## src/common/dtc_pkg.sv

```systemverilog
// Constants and types for the dual down-counting timer block.
// Assumes an Avalon-MM master with 8-bit registers in byte lane 0.
package dtc_pkg;

  // Register byte offsets.
  localparam logic [4:0] DTC_OFF_CTRL = 5'h00;
  localparam logic [4:0] DTC_OFF_CNT_A = 5'h04;
  localparam logic [4:0] DTC_OFF_PRE_A = 5'h08;
  localparam logic [4:0] DTC_OFF_CNT_B = 5'h0C;
  localparam logic [4:0] DTC_OFF_PRE_B = 5'h10;
  localparam logic [4:0] DTC_OFF_PORT = 5'h14;

  // Control register fields; timer b fields sit one stride above a.
  localparam int DTC_CTRL_LOAD_A = 0;
  localparam int DTC_CTRL_EN_A = 1;
  localparam int DTC_CTRL_STRIDE = 2;
  localparam int DTC_CTRL_TOUT_LSB = 4;
  localparam int DTC_CTRL_TIN_LSB = 6;

  // Prescaler register fields.
  localparam int DTC_PRE_CONT = 0;
  localparam int DTC_PRE_INT = 1;
  localparam int DTC_PRE_LSB = 2;

  // Port 3 bit positions.
  localparam int DTC_PORT_TOUT = 6;
  localparam int DTC_PORT_TIN = 1;

  // Values after reset.
  localparam logic [7:0] DTC_CTRL_RST = 8'h00;
  localparam logic [7:0] DTC_PRE_RST = 8'h00;
  localparam logic [7:0] DTC_RELOAD_RST = 8'h00;
  localparam logic [7:0] DTC_PORT_RST = 8'h00;
  localparam logic [6:0] DTC_PSC_RST = 7'h40;
  localparam logic [8:0] DTC_CNT_RST = 9'h100;

  // Internal clock divided by four gives the prescaler input tick.
  localparam logic [1:0] DTC_DIV_LAST = 2'h3;

  typedef enum logic [1:0] {
    DTC_TOUT_OFF,
    DTC_TOUT_A,
    DTC_TOUT_B,
    DTC_TOUT_CLK
  } dtc_tout_t;

  typedef enum logic [1:0] {
    DTC_TIN_EXT,
    DTC_TIN_GATE,
    DTC_TIN_NRTRIG,
    DTC_TIN_RTRIG
  } dtc_tin_t;

endpackage

```

## src/dtc_timer_top.sv

```systemverilog
// Dual 8-bit timer/counter with prescalers, output pin and input pin.
// Assumes an Avalon-MM master on clk_sys and an asynchronous input pin.
//
// Overview of operation
// - Two 8-bit counters, 6-bit prescalers, clock/4.
// - Single-pass stops at end; continuous reloads.
// - Load bit reloads now; else at end.
// - Prescaler registers are write-only, read zero.
// - Interval equals tick period times prescaler times count.
// - Zero means 64 prescale or 256 count.
// - External clock bypasses divider, counts input edges.
// - Output pin follows timer a, b or clock.
// - Load bit sets pin high; toggles at end.
// - Clock source puts internal clock divided by two on pin.
// - Port writes reach pin six only with output off; reads show it.
// - Input pin has four modes for timer b.
// - Trigger synchronised, start three to four clocks later.
// - Every input falling edge raises edge request.
// - External clock: request on every nth edge.
// - Gate mode counts only while input high.
// - Non-retriggerable starts on first edge after enable.
// - Single-pass trigger clears enable at end.
// - Retriggerable restarts on each edge; timeout otherwise.
`timescale 1ns/1ps
module dtc_timer_top
  import dtc_pkg::*;
(
  // Clock and reset
  input wire logic clk_sys,
  input wire logic arst_n,
  // Avalon-MM slave
  input wire logic [4:0] avs_address,
  input wire logic avs_read,
  input wire logic avs_write,
  input wire logic [31:0] avs_writedata,
  input wire logic [3:0] avs_byteenable,
  output logic [31:0] avs_readdata,
  output logic avs_waitrequest,
  // Port pins
  input wire logic timer_input_pin,
  output logic p3_6_out,
  // Request pulses
  output logic input_edge_request,
  output logic timer_a_request,
  output logic timer_b_request
);
  import dtc_pkg::*;

  logic ack_r;
  logic acc;
  logic wr_go;
  logic rd_cap;
  logic [7:0] wdat;
  logic [7:0] ctrl_r;
  logic [7:0] port_r;
  logic [31:0] readdata_r;
  logic [7:0] rd_val;
  logic [1:0] div_r;
  logic tick;
  logic tin_s1_r;
  logic tin_s2_r;
  logic tin_s3_r;
  logic tin_lvl_r;
  logic tin_fall;
  logic edge_req_r;
  logic p36_r;
  dtc_tout_t tout_mode;
  dtc_tin_t tin_mode;
  logic [1:0] ld_wr;
  logic [1:0] en_w;
  logic [1:0] eoc_w;
  logic [1:0] tog_w;
  logic [1:0] req_w;
  logic [8:0] cntf_w [0:1];
  logic [8:0] vfull_w [0:1];
  logic [6:0] psc_w [0:1];
  logic ext_b;

  // Bus handshake: every access waits exactly one cycle.
  assign acc = avs_read | avs_write;
  assign avs_waitrequest = acc & ~ack_r;
  assign wr_go = avs_write & ack_r & avs_byteenable[0];
  assign rd_cap = avs_read & ~ack_r;
  assign wdat = avs_writedata[7:0];
  assign avs_readdata = readdata_r;

  always_ff @(posedge clk_sys or negedge arst_n)
  begin
    if (!arst_n)
      ack_r <= 1'b0;
    else
      ack_r <= acc & ~ack_r;
  end

  assign tout_mode = dtc_tout_t'(ctrl_r[DTC_CTRL_TOUT_LSB +: 2]);
  assign tin_mode = dtc_tin_t'(ctrl_r[DTC_CTRL_TIN_LSB +: 2]);

  always_ff @(posedge clk_sys or negedge arst_n)
  begin
    if (!arst_n)
      ctrl_r <= DTC_CTRL_RST;
    else if (wr_go && avs_address == DTC_OFF_CTRL)
      ctrl_r <= wdat;
  end

  // The port latch keeps bit six, but the pin ignores it under timer use.
  always_ff @(posedge clk_sys or negedge arst_n)
  begin
    if (!arst_n)
      port_r <= DTC_PORT_RST;
    else if (wr_go && avs_address == DTC_OFF_PORT)
      port_r <= wdat;
  end

  always_comb
  begin
    rd_val = 8'h00;
    unique case (avs_address)
      DTC_OFF_CTRL:
        rd_val = {ctrl_r[7:4], en_w[1], 1'b0, en_w[0], 1'b0};
      DTC_OFF_CNT_A:
        rd_val = cntf_w[0][7:0];
      DTC_OFF_CNT_B:
        rd_val = cntf_w[1][7:0];
      DTC_OFF_PORT:
        rd_val = {port_r[7], p36_r, port_r[5:2], tin_lvl_r, port_r[0]};
      default:
        rd_val = 8'h00;
    endcase
  end

  always_ff @(posedge clk_sys or negedge arst_n)
  begin
    if (!arst_n)
      readdata_r <= 32'h0000_0000;
    else if (rd_cap)
      readdata_r <= {24'h00_0000, rd_val};
  end

  // Internal clock divided by four.
  always_ff @(posedge clk_sys or negedge arst_n)
  begin
    if (!arst_n)
      div_r <= 2'h0;
    else
      div_r <= div_r + 2'h1;
  end
  assign tick = (div_r == DTC_DIV_LAST);

  // Three-stage input synchroniser; a level counts once stages agree.
  always_ff @(posedge clk_sys or negedge arst_n)
  begin
    if (!arst_n)
    begin
      tin_s1_r <= 1'b1;
      tin_s2_r <= 1'b1;
      tin_s3_r <= 1'b1;
      tin_lvl_r <= 1'b1;
    end
    else
    begin
      tin_s1_r <= timer_input_pin;
      tin_s2_r <= tin_s1_r;
      tin_s3_r <= tin_s2_r;
      if (tin_s2_r == tin_s3_r)
        tin_lvl_r <= tin_s3_r;
    end
  end
  assign tin_fall = (tin_s2_r == tin_s3_r) & ~tin_s3_r & tin_lvl_r;

  always_ff @(posedge clk_sys or negedge arst_n)
  begin
    if (!arst_n)
      edge_req_r <= 1'b0;
    else
      edge_req_r <= tin_fall;
  end
  assign input_edge_request = edge_req_r;

  genvar gi;
  generate
    for (gi = 0; gi < 2; gi++)
    begin : g_tmr
      localparam logic [4:0] CNT_OFF = gi ? DTC_OFF_CNT_B : DTC_OFF_CNT_A;
      localparam logic [4:0] PRE_OFF = gi ? DTC_OFF_PRE_B : DTC_OFF_PRE_A;
      localparam int LD_BIT = DTC_CTRL_LOAD_A + gi * DTC_CTRL_STRIDE;
      localparam int EN_BIT = DTC_CTRL_EN_A + gi * DTC_CTRL_STRIDE;
      logic [7:0] reload_r;
      logic [7:0] pre_r;
      logic en_r;
      logic armed_r;
      logic [6:0] psc_r;
      logic [8:0] cnt_r;
      logic tog_r;
      logic req_r;
      logic [6:0] pfull;
      logic [8:0] vfull;
      logic cont;
      logic src_tick;
      logic trig;
      logic need_arm;
      logic active;
      logic pulse;
      logic eoc;
      logic ctrl_wr;

      assign ctrl_wr = wr_go && avs_address == DTC_OFF_CTRL;
      assign ld_wr[gi] = ctrl_wr & wdat[LD_BIT];
      assign pfull = {pre_r[7:DTC_PRE_LSB] == 6'h00,
                      pre_r[7:DTC_PRE_LSB]};
      assign vfull = {reload_r == 8'h00, reload_r};
      assign cont = pre_r[DTC_PRE_CONT];

      if (gi == 0)
      begin : g_src_a
        assign src_tick = tick;
        assign trig = 1'b0;
        assign need_arm = 1'b0;
      end
      else
      begin : g_src_b
        always_comb
        begin
          src_tick = tick;
          trig = 1'b0;
          need_arm = 1'b0;
          if (ext_b)
          begin
            unique case (tin_mode)
              DTC_TIN_EXT:
                src_tick = tin_fall;
              DTC_TIN_GATE:
                src_tick = tick & tin_lvl_r;
              DTC_TIN_NRTRIG:
              begin
                need_arm = 1'b1;
                trig = en_r & ~armed_r & tin_fall;
              end
              DTC_TIN_RTRIG:
              begin
                need_arm = 1'b1;
                trig = en_r & tin_fall;
              end
            endcase
          end
        end
      end

      assign active = en_r & (~need_arm | armed_r);
      assign pulse = active & src_tick & (psc_r == 7'h01);
      assign eoc = pulse & (cnt_r == 9'h001);

      always_ff @(posedge clk_sys or negedge arst_n)
      begin
        if (!arst_n)
        begin
          reload_r <= DTC_RELOAD_RST;
          pre_r <= DTC_PRE_RST;
        end
        else
        begin
          if (wr_go && avs_address == CNT_OFF)
            reload_r <= wdat;
          if (wr_go && avs_address == PRE_OFF)
            pre_r <= wdat;
        end
      end

      always_ff @(posedge clk_sys or negedge arst_n)
      begin
        if (!arst_n)
          en_r <= 1'b0;
        else if (ctrl_wr)
          en_r <= wdat[EN_BIT];
        else if (eoc && !cont)
          en_r <= 1'b0;
      end

      always_ff @(posedge clk_sys or negedge arst_n)
      begin
        if (!arst_n)
          armed_r <= 1'b0;
        else if (trig)
          armed_r <= 1'b1;
        else if (!en_r || (eoc && !cont))
          armed_r <= 1'b0;
      end

      always_ff @(posedge clk_sys or negedge arst_n)
      begin
        if (!arst_n)
        begin
          psc_r <= DTC_PSC_RST;
          cnt_r <= DTC_CNT_RST;
        end
        else if (ld_wr[gi] || trig)
        begin
          psc_r <= pfull;
          cnt_r <= vfull;
        end
        else if (active && src_tick)
        begin
          psc_r <= (psc_r == 7'h01) ? pfull : psc_r - 7'h01;
          if (pulse)
            cnt_r <= eoc ? vfull : cnt_r - 9'h001;
        end
      end

      always_ff @(posedge clk_sys or negedge arst_n)
      begin
        if (!arst_n)
          tog_r <= 1'b1;
        else if (ld_wr[gi])
          tog_r <= 1'b1;
        else if (eoc)
          tog_r <= ~tog_r;
      end

      always_ff @(posedge clk_sys or negedge arst_n)
      begin
        if (!arst_n)
          req_r <= 1'b0;
        else
          req_r <= eoc;
      end

      assign en_w[gi] = en_r;
      assign eoc_w[gi] = eoc;
      assign tog_w[gi] = tog_r;
      assign req_w[gi] = req_r;
      assign cntf_w[gi] = cnt_r;
      assign vfull_w[gi] = vfull;
      assign psc_w[gi] = psc_r;
    end
  endgenerate

  assign ext_b = ~g_tmr[1].pre_r[DTC_PRE_INT];
  assign timer_a_request = req_w[0];
  assign timer_b_request = req_w[1];

  // Output pin source select.
  always_ff @(posedge clk_sys or negedge arst_n)
  begin
    if (!arst_n)
      p36_r <= 1'b0;
    else
    begin
      unique case (tout_mode)
        DTC_TOUT_OFF:
          p36_r <= port_r[DTC_PORT_TOUT];
        DTC_TOUT_A:
          p36_r <= tog_w[0];
        DTC_TOUT_B:
          p36_r <= tog_w[1];
        DTC_TOUT_CLK:
          p36_r <= div_r[0];
      endcase
    end
  end
  assign p3_6_out = p36_r;
endmodule

```

## config.mk

```make
export PLATFORM = sky130hd
export DESIGN_NAME = dtc_timer_top
export DESIGN_NICKNAME = d
export VERILOG_FILES = /design/src/common/dtc_pkg.sv /design/src/dtc_timer_top.sv
export SDC_FILE = /design/constraint.sdc
export NUM_CORES = 1
export LEC_CHECK = 0
export ABC_AREA = 1
export BUFFER_PORTS_ARGS = -buffer_cell sky130_fd_sc_hd__buf_2
export CORE_MARGIN = 2
export CORE_UTILIZATION = 40
export DETAILED_ROUTE_END_ITERATION = 10
export PLACE_DENSITY = 0.68
export SETUP_SLACK_MARGIN = 0.02
export SLEW_MARGIN = 5
export SYNTH_ARGS = -nofsm -noshare
export SYNTH_HDL_FRONTEND = slang
export SYNTH_SLANG_ARGS = --single-unit
```

## constraint.sdc

```tcl
create_clock -name clk_sys -period 4.4 [get_ports clk_sys]
set_input_delay 0.44 -clock clk_sys [delete_from_list [all_inputs] [get_ports clk_sys]]
set_output_delay 0.44 -clock clk_sys [all_outputs]
set_load 0.1 [all_outputs]
```

==> results by stage <==
Placed design:
- The half-perimeter wire length of the detailed placement result is ~9.1 mm.
- The pre-CTS worst setup slack is 1.79 ns.
- Routability-driven placement finished with a final weighted congestion of ~0.87.
- Input and output buffers added on the ports amount to 31.
- The number of cells after detailed placement is slightly above 900.

Floorplanning:
- The region available for standard cell placement spans around 13000 um2.
- In this run the count of I/O pins placed on the die edge is 83.
- The vertical die dimension is around 120 um.
- Measured along the x axis, the die boundary spans 121 um.
- In this run the core area contains 42 standard-cell rows.
- The floorplan step defined a die boundary enclosing between 10000 and 15000 um2.
- For this configuration, the core starts out at a cell density of 0.412.

STA:
- For the final routed database, the setup TNS stands at 0 ns.
- The worst path meets setup with 2.07 ns of slack.
- On the final layout, the worst clock skew is 0.00692 ns.
- Setup violations remaining at the end of the flow were counted as 0.
- Across all hold checks on the routed design, the worst slack comes to just under 0.2 ns.
- The max-slew violation count is 0.
- The max-slew headroom at the worst pin is 0.451.
- The final critical-path required period is roughly 2.3 ns.
- The hold violation count in the final report was 0.
- The share of the cycle needed by the critical path after routing is 0.530.
- The slew at the pin closest to its max-slew limit is just over 0.8 ns.
- The maximum clock frequency is between 0.4 and 0.5 GHz.
- Setup repair after global routing left no endpoint under its margin.

Logic synthesis:
- The number of synthesized register bits is between 90 and 100.
- Of the synthesized area, sequential elements account for 0.449.
- After technology mapping, the gate count stands at just over 700.
- The cell area after synthesis is approximately 5500 um2.
- The synthesis warning total is 0.
- The count of different cell masters after synthesis is 33.
- The synthesized area divided by synthesized cell count is around 7.7 um2.

Run status:
- The flow ran to the end, and the final reports show no timing, DRC or antenna violations.

Cells and area:
- The finished layout holds between 900 and 1000 standard cells, fillers aside.
- The number of inserted diodes is 0.
- Relative to the synthesized area, the layout overhead comes to 8.82%.
- At the end of the flow, the number of nets in the layout was 803.
- Of the cells placed in the final design, the portion with a size suffix greater than 1 is 0.133.

Worst hold path:
- The type of the worst min-delay path is primary input to async pin.

Clock tree:
- The number of buffers between clock root and the deepest sink is 2.
- The TritonCTS buffer count is 9.
- The clock root buffer master is sky130_fd_sc_hd__clkbuf_16.
- Clock-pin slew was measured on the worst setup and hold paths at 0.07 ns.
- Gates resized during post-CTS repair numbered 0.
- The CTS H-tree depth is 3.
- Clock latency on the worst-skew pair, taken at its later pin, is about 0.34 ns.
- Buffers added to address setup during post-CTS repair amount to 0.
- The clock sink count is between 90 and 100.
- TritonCTS built the clock tree.
- The hold-fix buffer count after cts is 0.

Setup path:
- STA classifies the critical path endpoint as a register.
- STA puts the critical path data required time at approximately 4.6 ns.
- Data arrives at the worst endpoint at between 2 and 3 ns.
- The worst setup path is launched from a register.
- The critical path is of the register to register type.
- The number of cell instances on the worst register-to-register path is 7.
- Along the worst path, the maximum fanout reaches 20.

GRT:
- The remaining global-route overflow is 0.
- The initial antenna violation count came to 0.
- The number of global-route vias before repair is 4271.
- For this run, the total global-route usage over all layers was measured as 0.176.
- Entering global routing, the biggest net connects 67 pins.
- The wire length of the first global-routing pass is between 20 and 25 mm.

Power and ir drop:
- The power density normalized to cell area is 419 nW/um2.
- The proportion of power drawn by the clock network is 0.302.
- The share of total power dissipated in combinational logic is 0.240.
- Of the total power, the share spent switching nets is 0.357.
- In this run the power spent charging and discharging nets is 0.894 mW.
- The share of total power in sequential cells is 0.458.
- The total design power is 2.50 mW.
- VDD sags by at most around 180 uV.
- The internal portion of the total power is 1.61 mW.
- The static leakage is 3.06 nW.

Routing:
- In the final routed layout, each cell accounts on average for between 10 and 15 um.
- The total routed wirelength is 12.4 mm.
- The routed layout has between 4000 and 5000 vias.
- The remaining number of nets flagged by the antenna check after routing is 0.
- The number of DRC violations after detailed routing is 0.
- The detailed router finished its first iteration with 384 violations.
- The first detailed-routing pass ran for 5 iterations.
- Dividing the detail-routed via count by the number of cells gives just under 5.

Job:
- The max capacitance violation total is 0.
==> routing by layer <==
layer,GRT usage,vias up,part of all wire
met4,0.0632,0,0.019
met3,0.0240,16,0.046
met1,0.247,2107,0.49
met5,0,-,0
met2,0.279,105,0.45
li1,-,2279,-
==> kinds of logic after synthesis <==
group                    synth area share
buffers and inverters               0.111
AO/OA/AOI/OAI                      0.0727
other                            0.000683
AND/OR/NAND/NOR                     0.318
adder cells (fa/ha/maj)            0.0228
XOR/XNOR                           0.0255
flip-flops                          0.449
==> final timing paths <==
kind | start | endpoint | slack, ns
max | ack_r | g_tmr[0].cnt_r[6] | 2.07
min | arst_n | g_tmr[0].cnt_r[0] | 0.20
max reg2reg | ack_r | g_tmr[0].cnt_r[6] | 2.07
min reg2reg | tin_s1_r | tin_s2_r | 0.36
max in group asynchronous | arst_n | avs_readdata[6] | 3.24
min in group clk_sys | timer_input_pin | tin_s1_r | 0.20
==> worst max-delay path: stages, from the launching register on <==
cell	delay (ns)
sky130_fd_sc_hd__dfrtp_1	0.37
sky130_fd_sc_hd__nand3_1	0.19
sky130_fd_sc_hd__nor2_2	0.45
sky130_fd_sc_hd__nand2_2	0.40
sky130_fd_sc_hd__o21ai_2	0.39
sky130_fd_sc_hd__inv_1	0.25
sky130_fd_sc_hd__nand2_1	0.11
sky130_fd_sc_hd__nand2_1	0.06
==> placed cells by master (no fill, tap or decap), types with 10 or more instances in the layout <==
master,count
sky130_fd_sc_hd__nand2_1,244
sky130_fd_sc_hd__ha_1,10
sky130_fd_sc_hd__dfrtp_1,88
sky130_fd_sc_hd__conb_1,24
sky130_fd_sc_hd__nor2_1,37
sky130_fd_sc_hd__buf_2,30
sky130_fd_sc_hd__inv_1,80
sky130_fd_sc_hd__inv_2,11
sky130_fd_sc_hd__nand4_1,11
sky130_fd_sc_hd__dfstp_2,10
sky130_fd_sc_hd__nand3_1,68
sky130_fd_sc_hd__xor2_1,10
sky130_fd_sc_hd__o21ai_0,47
==> metrics by stage <==
stage	util	cell area [um2]
CTS	0.448	5980
floorplan	-	5580
global route	0.448	5980
global placement	0.427	5700
finish	0.448	5980
detailed placement	0.427	5700
==> power groups by stage <==
stage	clock, mW	sequential (mW)	combinational [mW]
after global routing	0.802	1.17	0.676
after global placement	0	1.16	0.594
final	0.756	1.15	0.602
after detailed placement	0	1.16	0.604
after floorplan	0	1.19	0.451
after CTS	0.765	1.15	0.607
==> cell type report <==
class,count,area [um2]
Timing Repair Buffer,32,165
Clock inverter,5,36.3
Clock buffer,11,243
Inverter,92,345
Multi-Input combinational cell,514,2500
Sequential cell,98,2460
Fill cell,1350,7370
Tap cell,176,220
==> state kept, by name (all words and copies together), names as in the netlist <==
register and flops:
ctrl_r 4, div_r 2, ack_r 1, g_tmr.armed_r 1, input_edge_request 1, g_tmr.en_r 1
tin_s3_r 1, p3_6_out 1, timer_b_request 1, g_tmr.reload_r 16, g_tmr.pre_r 15, avs_readdata 8
port_r 7, g_tmr.active 1, timer_a_request 1, g_tmr.tog_r 2, g_tmr.cnt_r 18, tin_s2_r 1
tin_lvl_r 1, tin_s1_r 1, g_tmr.psc_r 14
==> synthesized netlist by cell type, drive strengths merged <==
library cell  count  area, um2
nand2           255       1010
inv              91        342
dfrtp            88       2200
nand3            70        360
o21ai            63        345
nor2             45        204
buf              35        263
nand4            12       90.1
dfstp            10        263
ha               10        125
xor2             10       87.6
xnor2             6       52.6
o22ai             5       31.3
nor3              4       42.5
a21oi             3       15.0
nand3b            3       22.5
nor4              3       18.8
a21o              1       7.51
clkbuf            1       3.75
clkinv            1       3.75
conb              1       3.75
Power figures use the tool's default switching activity.
